[src/common/ips_pkg.sv]
package ips_pkg;
    localparam int ADDR_W = 4;
    localparam int DATA_W = 16;
    localparam int NUM_SRC = 8;
    localparam int NUM_TRAP = 4;
    localparam int NUM_PRIO = 4;
    localparam int VEC_W = 7;
    localparam int LVL_W = 4;
    localparam int HOLD_W = 14;
    localparam int STACK_DEPTH = 8;

    // ------------------------------------------------------------
    // Register indices
    // ------------------------------------------------------------
    localparam logic [ADDR_W-1:0] OFF_PRIO4 = 4'h0;
    localparam logic [ADDR_W-1:0] OFF_PRIO5 = 4'h1;
    localparam logic [ADDR_W-1:0] OFF_PRIO7 = 4'h2;
    localparam logic [ADDR_W-1:0] OFF_PRIO16 = 4'h3;
    localparam logic [ADDR_W-1:0] OFF_STATUS = 4'h4;
    localparam logic [ADDR_W-1:0] OFF_CTRL1 = 4'h5;
    localparam logic [ADDR_W-1:0] OFF_FLAGS = 4'h6;
    localparam logic [ADDR_W-1:0] OFF_ENABLE = 4'h7;
    localparam logic [ADDR_W-1:0] OFF_STAT_LO = 4'h8;
    localparam logic [ADDR_W-1:0] OFF_HOLD = 4'h9;

    // ------------------------------------------------------------
    // Priority registers: implemented bits and reset values
    // ------------------------------------------------------------
    localparam logic [NUM_PRIO-1:0][DATA_W-1:0] PRIO_MASK =
        {16'h0070, 16'h0070, 16'h7707, 16'h7077};
    localparam logic [NUM_PRIO-1:0][DATA_W-1:0] PRIO_RST =
        {16'h0040, 16'h0040, 16'h4404, 16'h4044};
    localparam int PRIO_FLD_W = 3;

    // Source order: pin change, bus master, bus slave, capture8,
    // capture7, ext irq1, ext irq2, serial error
    localparam int SRC_REG [NUM_SRC] = '{0, 0, 0, 1, 1, 1, 2, 3};
    localparam int SRC_POS [NUM_SRC] = '{12, 4, 0, 12, 8, 0, 4, 4};

    // ------------------------------------------------------------
    // Control, status and levels
    // ------------------------------------------------------------
    localparam int NEST_OFF_BIT = 15;
    localparam int TRAP_LSB = 1;
    localparam int STAT_LVL_LSB = 8;
    localparam int STLO_LVL_LSB = 5;
    localparam logic [7:0] STLO_RST = 8'h00;
    localparam logic [7:0] STLO_MASK_ALL = 8'hE0;
    localparam logic [LVL_W-1:0] LVL_USER_MAX = 4'h7;
    localparam logic [LVL_W-1:0] LVL_HOLD_MAX = 4'h6;
    localparam logic [LVL_W-1:0] LVL_TRAP_BASE = 4'hC;
    localparam logic [VEC_W-1:0] VEC_TRAP_BASE = 7'h00;
    localparam logic [VEC_W-1:0] VEC_USER_BASE = 7'h10;
endpackage

[src/common/ips_if.sv]
`timescale 1ns/1ps
`default_nettype none
interface ips_if;
    import ips_pkg::*;
    logic [ADDR_W-1:0] addr;
    logic wr;
    logic rd;
    logic [DATA_W-1:0] wdata;
    logic [DATA_W-1:0] rdata;
    logic rvalid;
    logic irq_req;
    logic [LVL_W-1:0] irq_level;
    logic [VEC_W-1:0] irq_vec;
    logic irq_ack;
    logic irq_ret;

    modport dev (
        input addr, wr, rd, wdata, irq_ack, irq_ret,
        output rdata, rvalid, irq_req, irq_level, irq_vec
    );
    modport core (
        output addr, wr, rd, wdata, irq_ack, irq_ret,
        input rdata, rvalid, irq_req, irq_level, irq_vec
    );
endinterface
`default_nettype wire

[src/ips_ctrl.sv]
`timescale 1ns/1ps
`default_nettype none
module ips_ctrl #(
    parameter int STK = ips_pkg::STACK_DEPTH
) (
    input wire logic clk_i,
    input wire logic rst_i,
    input wire logic ce_i,
    ips_if.dev bus,
    input wire logic [ips_pkg::NUM_SRC-1:0] src_event_i,
    input wire logic [ips_pkg::NUM_TRAP-1:0] trap_event_i,
    output logic [ips_pkg::LVL_W-1:0] cur_level_o
);
    import ips_pkg::*;

    localparam int DW = $clog2(STK + 1);

    typedef struct packed {
        logic [NUM_PRIO-1:0][DATA_W-1:0] prio;
        logic [NUM_SRC-1:0] flag;
        logic [NUM_SRC-1:0] en;
        logic [NUM_TRAP-1:0] trap;
        logic nest_off;
        logic [7:0] stat_lo;
        logic [LVL_W-1:0] cur;
        logic [HOLD_W-1:0] hold;
        logic [DW-1:0] depth;
        logic [STK-1:0][7+LVL_W:0] stack;
        logic [DATA_W-1:0] status;
        logic [DATA_W-1:0] rdata;
        logic rvalid;
    } ips_dev_st_t;

    ips_dev_st_t s;
    ips_dev_st_t n;

    logic win_v;
    logic [LVL_W-1:0] win_lvl;
    logic [VEC_W-1:0] win_vec;
    logic [DATA_W-1:0] rmux;

    // ------------------------------------------------------------
    // Arbitration
    // ------------------------------------------------------------
    always_comb begin
        logic [LVL_W-1:0] lv;
        logic nest_blk;
        logic hold_on;
        lv = '0;
        nest_blk = s.nest_off && (s.depth != '0);
        hold_on = (s.hold != '0);
        win_v = 1'b0;
        win_lvl = s.cur;
        win_vec = '0;
        for (int i = 0; i < NUM_SRC; i++) begin
            lv = {1'b0, s.prio[SRC_REG[i]][SRC_POS[i] +: PRIO_FLD_W]};
            if (s.flag[i] && s.en[i]
                && (lv != '0)
                && (lv > win_lvl)
                && !(hold_on && (lv <= LVL_HOLD_MAX))
                && !nest_blk) begin
                win_v = 1'b1;
                win_lvl = lv;
                win_vec = VEC_USER_BASE + VEC_W'(i);
            end
        end
        for (int t = 0; t < NUM_TRAP; t++) begin
            lv = LVL_TRAP_BASE + LVL_W'(t);
            if (s.trap[t] && (lv > win_lvl)) begin
                win_v = 1'b1;
                win_lvl = lv;
                win_vec = VEC_TRAP_BASE + VEC_W'(t);
            end
        end
    end

    // ------------------------------------------------------------
    // Read mux
    // ------------------------------------------------------------
    always_comb begin
        rmux = '0;
        case (bus.addr)
            OFF_PRIO4: rmux = s.prio[0];
            OFF_PRIO5: rmux = s.prio[1];
            OFF_PRIO7: rmux = s.prio[2];
            OFF_PRIO16: rmux = s.prio[3];
            OFF_STATUS: rmux = s.status;
            OFF_CTRL1: begin
                rmux[NEST_OFF_BIT] = s.nest_off;
                rmux[TRAP_LSB +: NUM_TRAP] = s.trap;
            end
            OFF_FLAGS: rmux[NUM_SRC-1:0] = s.flag;
            OFF_ENABLE: rmux[NUM_SRC-1:0] = s.en;
            OFF_STAT_LO: rmux[7:0] = s.stat_lo;
            OFF_HOLD: rmux[HOLD_W-1:0] = s.hold;
            default: rmux = '0;
        endcase
    end

    // ------------------------------------------------------------
    // Next state
    // ------------------------------------------------------------
    always_comb begin
        n = s;
        n.rvalid = 1'b0;
        if (s.hold != '0) begin
            n.hold = s.hold - 1'b1;
        end
        if (bus.wr) begin
            case (bus.addr)
                OFF_PRIO4: n.prio[0] = bus.wdata & PRIO_MASK[0];
                OFF_PRIO5: n.prio[1] = bus.wdata & PRIO_MASK[1];
                OFF_PRIO7: n.prio[2] = bus.wdata & PRIO_MASK[2];
                OFF_PRIO16: n.prio[3] = bus.wdata & PRIO_MASK[3];
                OFF_CTRL1: begin
                    n.nest_off = bus.wdata[NEST_OFF_BIT];
                    n.trap = s.trap & ~bus.wdata[TRAP_LSB +: NUM_TRAP];
                end
                OFF_FLAGS: n.flag = s.flag & ~bus.wdata[NUM_SRC-1:0];
                OFF_ENABLE: n.en = bus.wdata[NUM_SRC-1:0];
                OFF_STAT_LO: begin
                    n.stat_lo = bus.wdata[7:0];
                    if (s.cur <= LVL_USER_MAX) begin
                        n.cur = {1'b0, bus.wdata[STLO_LVL_LSB +: 3]};
                    end
                end
                OFF_HOLD: n.hold = bus.wdata[HOLD_W-1:0];
                default: ;
            endcase
        end
        n.flag = n.flag | src_event_i;
        n.trap = n.trap | trap_event_i;
        if (bus.irq_ret) begin
            if (s.depth != '0) begin
                {n.stat_lo, n.cur} = s.stack[s.depth - 1'b1];
                n.depth = s.depth - 1'b1;
            end
        end else if (bus.irq_ack && win_v) begin
            if (s.depth != DW'(STK)) begin
                n.stack[s.depth] = {s.stat_lo, s.cur};
                n.depth = s.depth + 1'b1;
            end
            n.cur = win_lvl;
            n.stat_lo[STLO_LVL_LSB +: 3] = (win_lvl > LVL_USER_MAX) ?
                LVL_USER_MAX[2:0] : win_lvl[2:0];
        end
        n.status = '0;
        n.status[STAT_LVL_LSB +: LVL_W] = win_v ? win_lvl : s.cur;
        n.status[VEC_W-1:0] = win_vec;
        if (bus.rd) begin
            n.rdata = rmux;
            n.rvalid = 1'b1;
        end
    end

    always_ff @(posedge clk_i or posedge rst_i) begin
        if (rst_i) begin
            s <= '0;
            s.prio <= PRIO_RST;
            s.stat_lo <= STLO_RST;
        end else if (ce_i) begin
            s <= n;
        end
    end

    assign bus.irq_req = win_v;
    assign bus.irq_level = win_lvl;
    assign bus.irq_vec = win_vec;
    assign bus.rdata = s.rdata;
    assign bus.rvalid = s.rvalid;
    assign cur_level_o = s.cur;
endmodule // ips_ctrl
`default_nettype wire

[src/flat_wrapper.sv]
// flat-port wrapper written by rule: the top's interface ports become plain ports
module ips_ctrl_flat import ips_pkg::*;
#(
    parameter int STK = ips_pkg::STACK_DEPTH
)
  (clk_i, rst_i, ce_i, src_event_i, trap_event_i, cur_level_o, bus_addr, bus_wr, bus_rd, bus_wdata, bus_irq_ack, bus_irq_ret, bus_rdata, bus_rvalid, bus_irq_req, bus_irq_level, bus_irq_vec);
  ips_if bus_i ();
  input wire logic clk_i;
  input wire logic rst_i;
  input wire logic ce_i;
  input wire logic [ips_pkg::NUM_SRC-1:0] src_event_i;
  input wire logic [ips_pkg::NUM_TRAP-1:0] trap_event_i;
  output logic [ips_pkg::LVL_W-1:0] cur_level_o;
  input wire logic [$bits(bus_i.addr)-1:0] bus_addr;
  input wire logic [$bits(bus_i.wr)-1:0] bus_wr;
  input wire logic [$bits(bus_i.rd)-1:0] bus_rd;
  input wire logic [$bits(bus_i.wdata)-1:0] bus_wdata;
  input wire logic [$bits(bus_i.irq_ack)-1:0] bus_irq_ack;
  input wire logic [$bits(bus_i.irq_ret)-1:0] bus_irq_ret;
  output wire logic [$bits(bus_i.rdata)-1:0] bus_rdata;
  output wire logic [$bits(bus_i.rvalid)-1:0] bus_rvalid;
  output wire logic [$bits(bus_i.irq_req)-1:0] bus_irq_req;
  output wire logic [$bits(bus_i.irq_level)-1:0] bus_irq_level;
  output wire logic [$bits(bus_i.irq_vec)-1:0] bus_irq_vec;
  assign bus_i.addr = bus_addr;
  assign bus_i.wr = bus_wr;
  assign bus_i.rd = bus_rd;
  assign bus_i.wdata = bus_wdata;
  assign bus_i.irq_ack = bus_irq_ack;
  assign bus_i.irq_ret = bus_irq_ret;
  assign bus_rdata = bus_i.rdata;
  assign bus_rvalid = bus_i.rvalid;
  assign bus_irq_req = bus_i.irq_req;
  assign bus_irq_level = bus_i.irq_level;
  assign bus_irq_vec = bus_i.irq_vec;
  ips_ctrl #(.STK(STK)) u_core (.clk_i(clk_i), .rst_i(rst_i), .ce_i(ce_i), .bus(bus_i), .src_event_i(src_event_i), .trap_event_i(trap_event_i), .cur_level_o(cur_level_o));
endmodule
[config.mk]
export PLATFORM = sky130hd
export DESIGN_NAME = ips_ctrl_flat
export DESIGN_NICKNAME = d
export VERILOG_FILES = /design/src/common/ips_pkg.sv /design/src/common/ips_if.sv /design/src/ips_ctrl.sv /design/src/flat_wrapper.sv
export SDC_FILE = /design/constraint.sdc
export NUM_CORES = 1
export LEC_CHECK = 0
export ABC_AREA = 1
export BUFFER_PORTS_ARGS = -buffer_cell sky130_fd_sc_hd__buf_2
export CORE_MARGIN = 5
export CORE_UTILIZATION = 30
export DETAILED_ROUTE_END_ITERATION = 10
export PLACE_DENSITY_LB_ADDON = 0.2
export SLEW_MARGIN = 0
export SYNTH_ARGS = -nofsm -noshare
export SYNTH_HDL_FRONTEND = slang
export SYNTH_SLANG_ARGS = --single-unit
[constraint.sdc]
create_clock -name clk_i -period 31.2 [get_ports clk_i]
set_input_delay 3.12 -clock clk_i [delete_from_list [all_inputs] [get_ports clk_i]]
set_output_delay 3.12 -clock clk_i [all_outputs]
set_load 0.02 [all_outputs]
; Yosys cells after proc, flatten, opt, wreduce, memory -nomap -nowiden
; Cells that the tools add are included.
[op_classes]
n_addsub = 3
order_cmp = 25
eq_ne = 11
mux = 68
bitwise = 7
n_reduce_logical = 86
[ops]
columns = operator, count
row1 = 2-to-1 mux 100 bit, 2
row2 = bitwise mux 96 bit, 1
row3 = 2-to-1 mux 7 bit, 11
row4 = 2-to-1 mux 4 bit, 18
row5 = logical AND 1 bit, 55
row6 = 2-to-1 mux 12 bit, 4
row7 = 2-to-1 mux 47 bit, 1
row8 = one-hot mux 4 bit (10 select lines), 1
row9 = binary-select mux 12 bit (select 3 bit), 1
row10 = demux 12 bit (select 3 bit), 1
row11 = > comparator 3 x 4 -> 1 bit, 8
row12 = 2-to-1 mux 14 bit, 2
row13 = "less-or-equal comparator 3 bit, second input constant", 8
row14 = one-hot mux 3 bit (8 select lines), 1
row15 = one-hot mux 6 bit (4 select lines), 1
row16 = nonzero test 3 bit, 8
row17 = AND reduction 3 bit, 6
row18 = "equality test 4 x 3 -> 1 bit, second input constant", 4
row19 = "> comparator 4 bit, first input constant", 4
row20 = 2-to-1 mux 8 bit, 2
row21 = 2-to-1 mux 5 bit, 3
row22 = 2-to-1 mux 1 bit, 14
row23 = nonzero test 14 bit, 1
row24 = "subtractor 14 x 1 -> 14 bit, second input constant", 1
row25 = 27 further kinds, 42
[word_totals]
regBits = 199
out_inout_bits = 33

; Depth between registers and ports, before layout
[logic_depth]
ltp_word = 57
mapped_depth = 88
ltp_nobuf = 87

; Worst setup path after synthesis
; No wires, ideal clock.
[synth_path]
path_kind = reg2out
start = register u_core.s[129] (netlist name)
end = output bus_irq_vec[2]
arrival_time_ns = 10.313
required_time_ns = 28.080
path_slack_ns = 17.767
stages_incl_launch_ff = 80
path_cell_list = dfrtp_1 > clkbuf_1 > clkinv_1 > clkbuf_1 > ha_1 > nand2_4 > nand2_4 > nand3_2 > nor2_4 > nand2_4 > nand2_1 > o21ai_2 > ha_1 > nand3_1 > nand2_1 > inv_1 > nand3_2 > nor2_4 > [44 not listed] > nand2_1 > inv_1 > nand2_1 > and2_1 > ha_1 > nand2_1 > o21ai_0 > nand2_1 > nor3_1 > nand2_1 > inv_1 > nand2_1 > nand2_2 > o2111ai_1 > o21bai_4 > nand2_1 > nor3_1 > buf_4
[synth_lines]
columns = item, line_no
row1 = start: declaration, ips_ctrl.sv:34  ; ips_dev_st_t s;
row2 = start signal: assignment, ips_ctrl.sv:162  ; s <= n;
row3 = end: declaration, flat_wrapper.sv:24  ; output wire logic [$bits(bus_i.irq_vec)-1:0] bus_irq_vec;

; Worst setup path in the final report
[layout_path]
start = register u_core.s[129] (netlist name)
end = output bus_irq_req
[layout_between]
elab_chain_len = 52
word_cells_on_any_way = 63
[layout_rtl]
columns = item, line_no
row1 = nonzero test 4 bit (*), ips_ctrl.sv:50  ; nest_blk = s.nest_off && (s.depth != '0);
row2 = logical AND 1 bit (*), ips_ctrl.sv:50
row3 = logical NOT 1 bit (*), ips_ctrl.sv:61  ; && !nest_blk) begin
row4 = logical AND 1 bit, ips_ctrl.sv:61
row5 = 2-to-1 mux 4 bit, ips_ctrl.sv:57  ; if (s.flag[i] && s.en[i]
row6 = > comparator 3 x 4 -> 1 bit, ips_ctrl.sv:59  ; && (lv > win_lvl)
row7 = logical AND 1 bit, ips_ctrl.sv:59
row8 = logical AND 1 bit, ips_ctrl.sv:60  ; && !(hold_on && (lv <= LVL_HOLD_MAX))
row9 = [36 not listed], --
row10 = logical AND 1 bit, ips_ctrl.sv:69  ; if (s.trap[t] && (lv > win_lvl)) begin
row11 = 2-to-1 mux 4 bit, ips_ctrl.sv:69
row12 = > comparator 4 bit, ips_ctrl.sv:69
row13 = logical AND 1 bit, ips_ctrl.sv:69
row14 = 2-to-1 mux 4 bit, ips_ctrl.sv:69
row15 = > comparator 4 bit, ips_ctrl.sv:69
row16 = logical AND 1 bit, ips_ctrl.sv:69
row17 = 2-to-1 mux 1 bit (*), ips_ctrl.sv:69
row18 = end: declaration, flat_wrapper.sv:22  ; output wire logic [$bits(bus_i.irq_req)-1:0] bus_irq_req;
; Mark *: on every way between the ends. The rest lies on a longest branch, timed or not.

==> reports/metrics.csv <==
metric,value,unit
status,finished clean,
Clock Path Buffers,2,
Worst-Margin Slew,1250,ps
die width,208,um
remaining routing DRC violations,0,
Final Setup Violations,0,
gr usage total,18.6,%
Clock Skew,17.8,ps
ys flop type,dfrtp_1,
Cells after Synth,1551,
internal power,617,uW
P_sw,540,uW
largest net degree at the start of global routing,82,
Peak VDD IR,0.0000371,V
cts repair resizes,0,
static leakage,0.00625,uW
slew margin rel.,16.7,%
DIE AREA,43300,sq um
combinational power share,44.3,%
CTS tree,built,
Flop pwr share,36.1,%
worst skew pair latency,470,ps
power share of the clock group,19.6,%
GRT Residual Overflow,0,
fin. max-slew vios,0,
worst-path maximum fanout,28,
"Cell Count, Final, Fillers Out",2088,
Tmin final,15670,ps
Power Density,89.9,nW/um^2
Seq cells post-synth,196,
hold violation count in the final report,0,
total power,1160,uW
vias in the first global route,10200,
initial cell density of the core,30.4,%
Vias/cell,5.03,
Port Buffers,68,
Antenna diodes,0,
Post-synth EDFFs,0,
cell row count,72,
clock slew at reported path FFs,90,ps
fmax,63.8,MHz
Syn Std Cell Area,11800,sq um
First-pass DRT Iterations,5,
CP max stage delay,580,ps
first-pass GRT wire length,63000,um
number of max-cap violations,0,
# fillers,4141,
count of cell types in the netlist,53,
Area after DPL,12300,sq um
"Non-Filler Cell Area, Final",12900,sq um
RSZ-0062 raised after global routing,false,
clk root buf,clkbuf_16,
Initial DRC Count,885,
setup bufs post-CTS,0,
share of cells above drive strength 1,12.5,%
core area,38700,sq um
Chip Height,208,um
register area share after synthesis,41.7,%
Worst EP required,28080,ps
Antenna Violating Nets Remaining,0,
worst hold path class,reg -> reg,
Sequential Area,4920,sq um
HPWL after DPL,29800,um
Synth Area per Inst,7.59,sq um
number of instances in the placed design,2057,
htree depth,4,
Area growth syn-to-layout,9.25,%
Switching Fraction,46.7,%
total number of vias,10500,
R2R setup slack,17680,ps
CP most frequent cell,nand2_1,
final WL,40800,um
WP data arrival,12550,ps
Post-synth ARST share,100,%
WS Path Type,reg -> out,
initial antenna violation count,2,
Worst Setup Start Kind,flop,
cts hold-fix bufs,0,
Placer Congestion,0.999,
I/O Pins,72,
multi-input combinational cell area,5640,sq um
WL/cell,19.5,um
Yosys warnings,0,
Num CTS Buffers,17,
Final period util,50.2,%
Final #Nets,1626,
crit end category,primary output,
post-route setup TNS,0,ps
CP max-delay cell,clkinv_1,
clock sink count,196,
worst paths after layout:
check	from	endpoint	depth (start not counted)
worst max-delay path	u_core.s[129]$_DFFE_PP0P_	bus_irq_req	76
worst min-delay path	u_core.bus.rdata[3]$_DFFE_PP0P_	u_core.bus.rdata[3]$_DFFE_PP0P_	1
worst max register to register	u_core.s[129]$_DFFE_PP0P_	flop	81
worst min register to register	u_core.bus.rdata[3]$_DFFE_PP0P_	u_core.bus.rdata[3]$_DFFE_PP0P_	1
max in group asynchronous	rst_i	u_core.bus.rdata[6]$_DFFE_PP0P_	3
min in group asynchronous	rst_i	async pin	2
critical path, delay by kind of cell (launching register included):
kind	cells	cell delay [ps]
DFF	1	370
adders and majority gates	8	2600
buffers and inverters	9	1690
and+or+nand+nor	50	6260
AOI/OAI and AO/OA	9	1130
power by group through the flow:
| stage | sequential [uW] | clock, uW | combinational (uW) |
|---|---|---|---|
| 2_1_floorplan | 375 | 0 | 399 |
| 3_3_place_gp | 421 | 0 | 510 |
| 3_5_place_dp | 422 | 0 | 514 |
| 4_1_cts | 417 | 233 | 515 |
| 5_1_grt | 428 | 240 | 580 |
| 6_report | 418 | 227 | 512 |
cell usage after synthesis (20+ instances only):
master    count  area (sq um)
nand2_1     428          1610
o21ai_0     225          1130
dfrtp_1     188          4700
inv_1       157           589
nand3_1      81           405
a21oi_1      72           360
nor2_1       65           244
clkbuf_1     34           128
buf_4        29           218
ha_1         29           363
o22ai_1      22           138
nand3_2      21           210
o21ai_2      20           175
cell type report:
type | count | area share [%]
sequential | 196 | 38.2
clock buffer | 18 | 3.41
tap | 518 | 5.04
inverter | 169 | 5.03
timing repair buffer | 81 | 3.40
multi-input combinational | 1093 | 43.8
clock inverter | 13 | 1.07
cell usage in the layout, fill, tap and decap left out, drive strengths merged, types with 2 or more instances in the layout:
cell type / n
nor4: 4
a22oi: 2
nand2: 442
dfstp: 8
a21oi: 72
o221ai: 3
nor3: 9
a31oi: 6
o211ai: 9
clkinv: 14
clkbuf: 18
o21bai: 3
ha: 29
buf: 81
dfrtp: 188
conb: 3
inv: 165
and2: 8
clkinvlp: 2
a221oi: 7
o21ai: 258
nor2: 80
a311oi: 2
nand3: 102
xor2: 3
o22ai: 22
o31ai: 7
o2111ai: 4
nand4: 11
layer usage:
layer | part of all wire, % | routed length (um) | global-route usage (%) | up-vias
met1 | 48 | 19600 | 26.8 | 5042
met3 | 5.3 | 2180 | 3.55 | 47
li1 | - | - | - | 5127
met4 | 1.7 | 685 | 4.67 | 4
met2 | 45 | 18200 | 28.8 | 274
met5 | 0.076 | 31 | 0 | -
cells by family (layout without fill, tap and decap cells):
| group | count (synthesis) | count (layout) | synth area share, % |
|---|---|---|---|
| XOR/XNOR | 4 | 4 | 0.298 |
| AND/OR/NAND/NOR | 658 | 658 | 25.3 |
| flip-flops | 196 | 196 | 41.7 |
| AO/OA/AOI/OAI | 399 | 399 | 19.1 |
| adder cells (fa/ha/maj) | 29 | 29 | 3.08 |
| other | 1 | 3 | 0.0318 |
| buffers and inverters | 264 | 281 | 10.4 |
through the flow:
stage	worst slack, ps	hold WS [ps]	utilization [%]
6_report	15530	477	33.2
5_1_grt	14330	492	33.2
4_1_cts	15590	478	33.2
3_5_place_dp	16130	461	31.7
3_3_place_gp	16360	458	31.7
2_1_floorplan	17770	441	-
(Power assumes the default switching activity.)
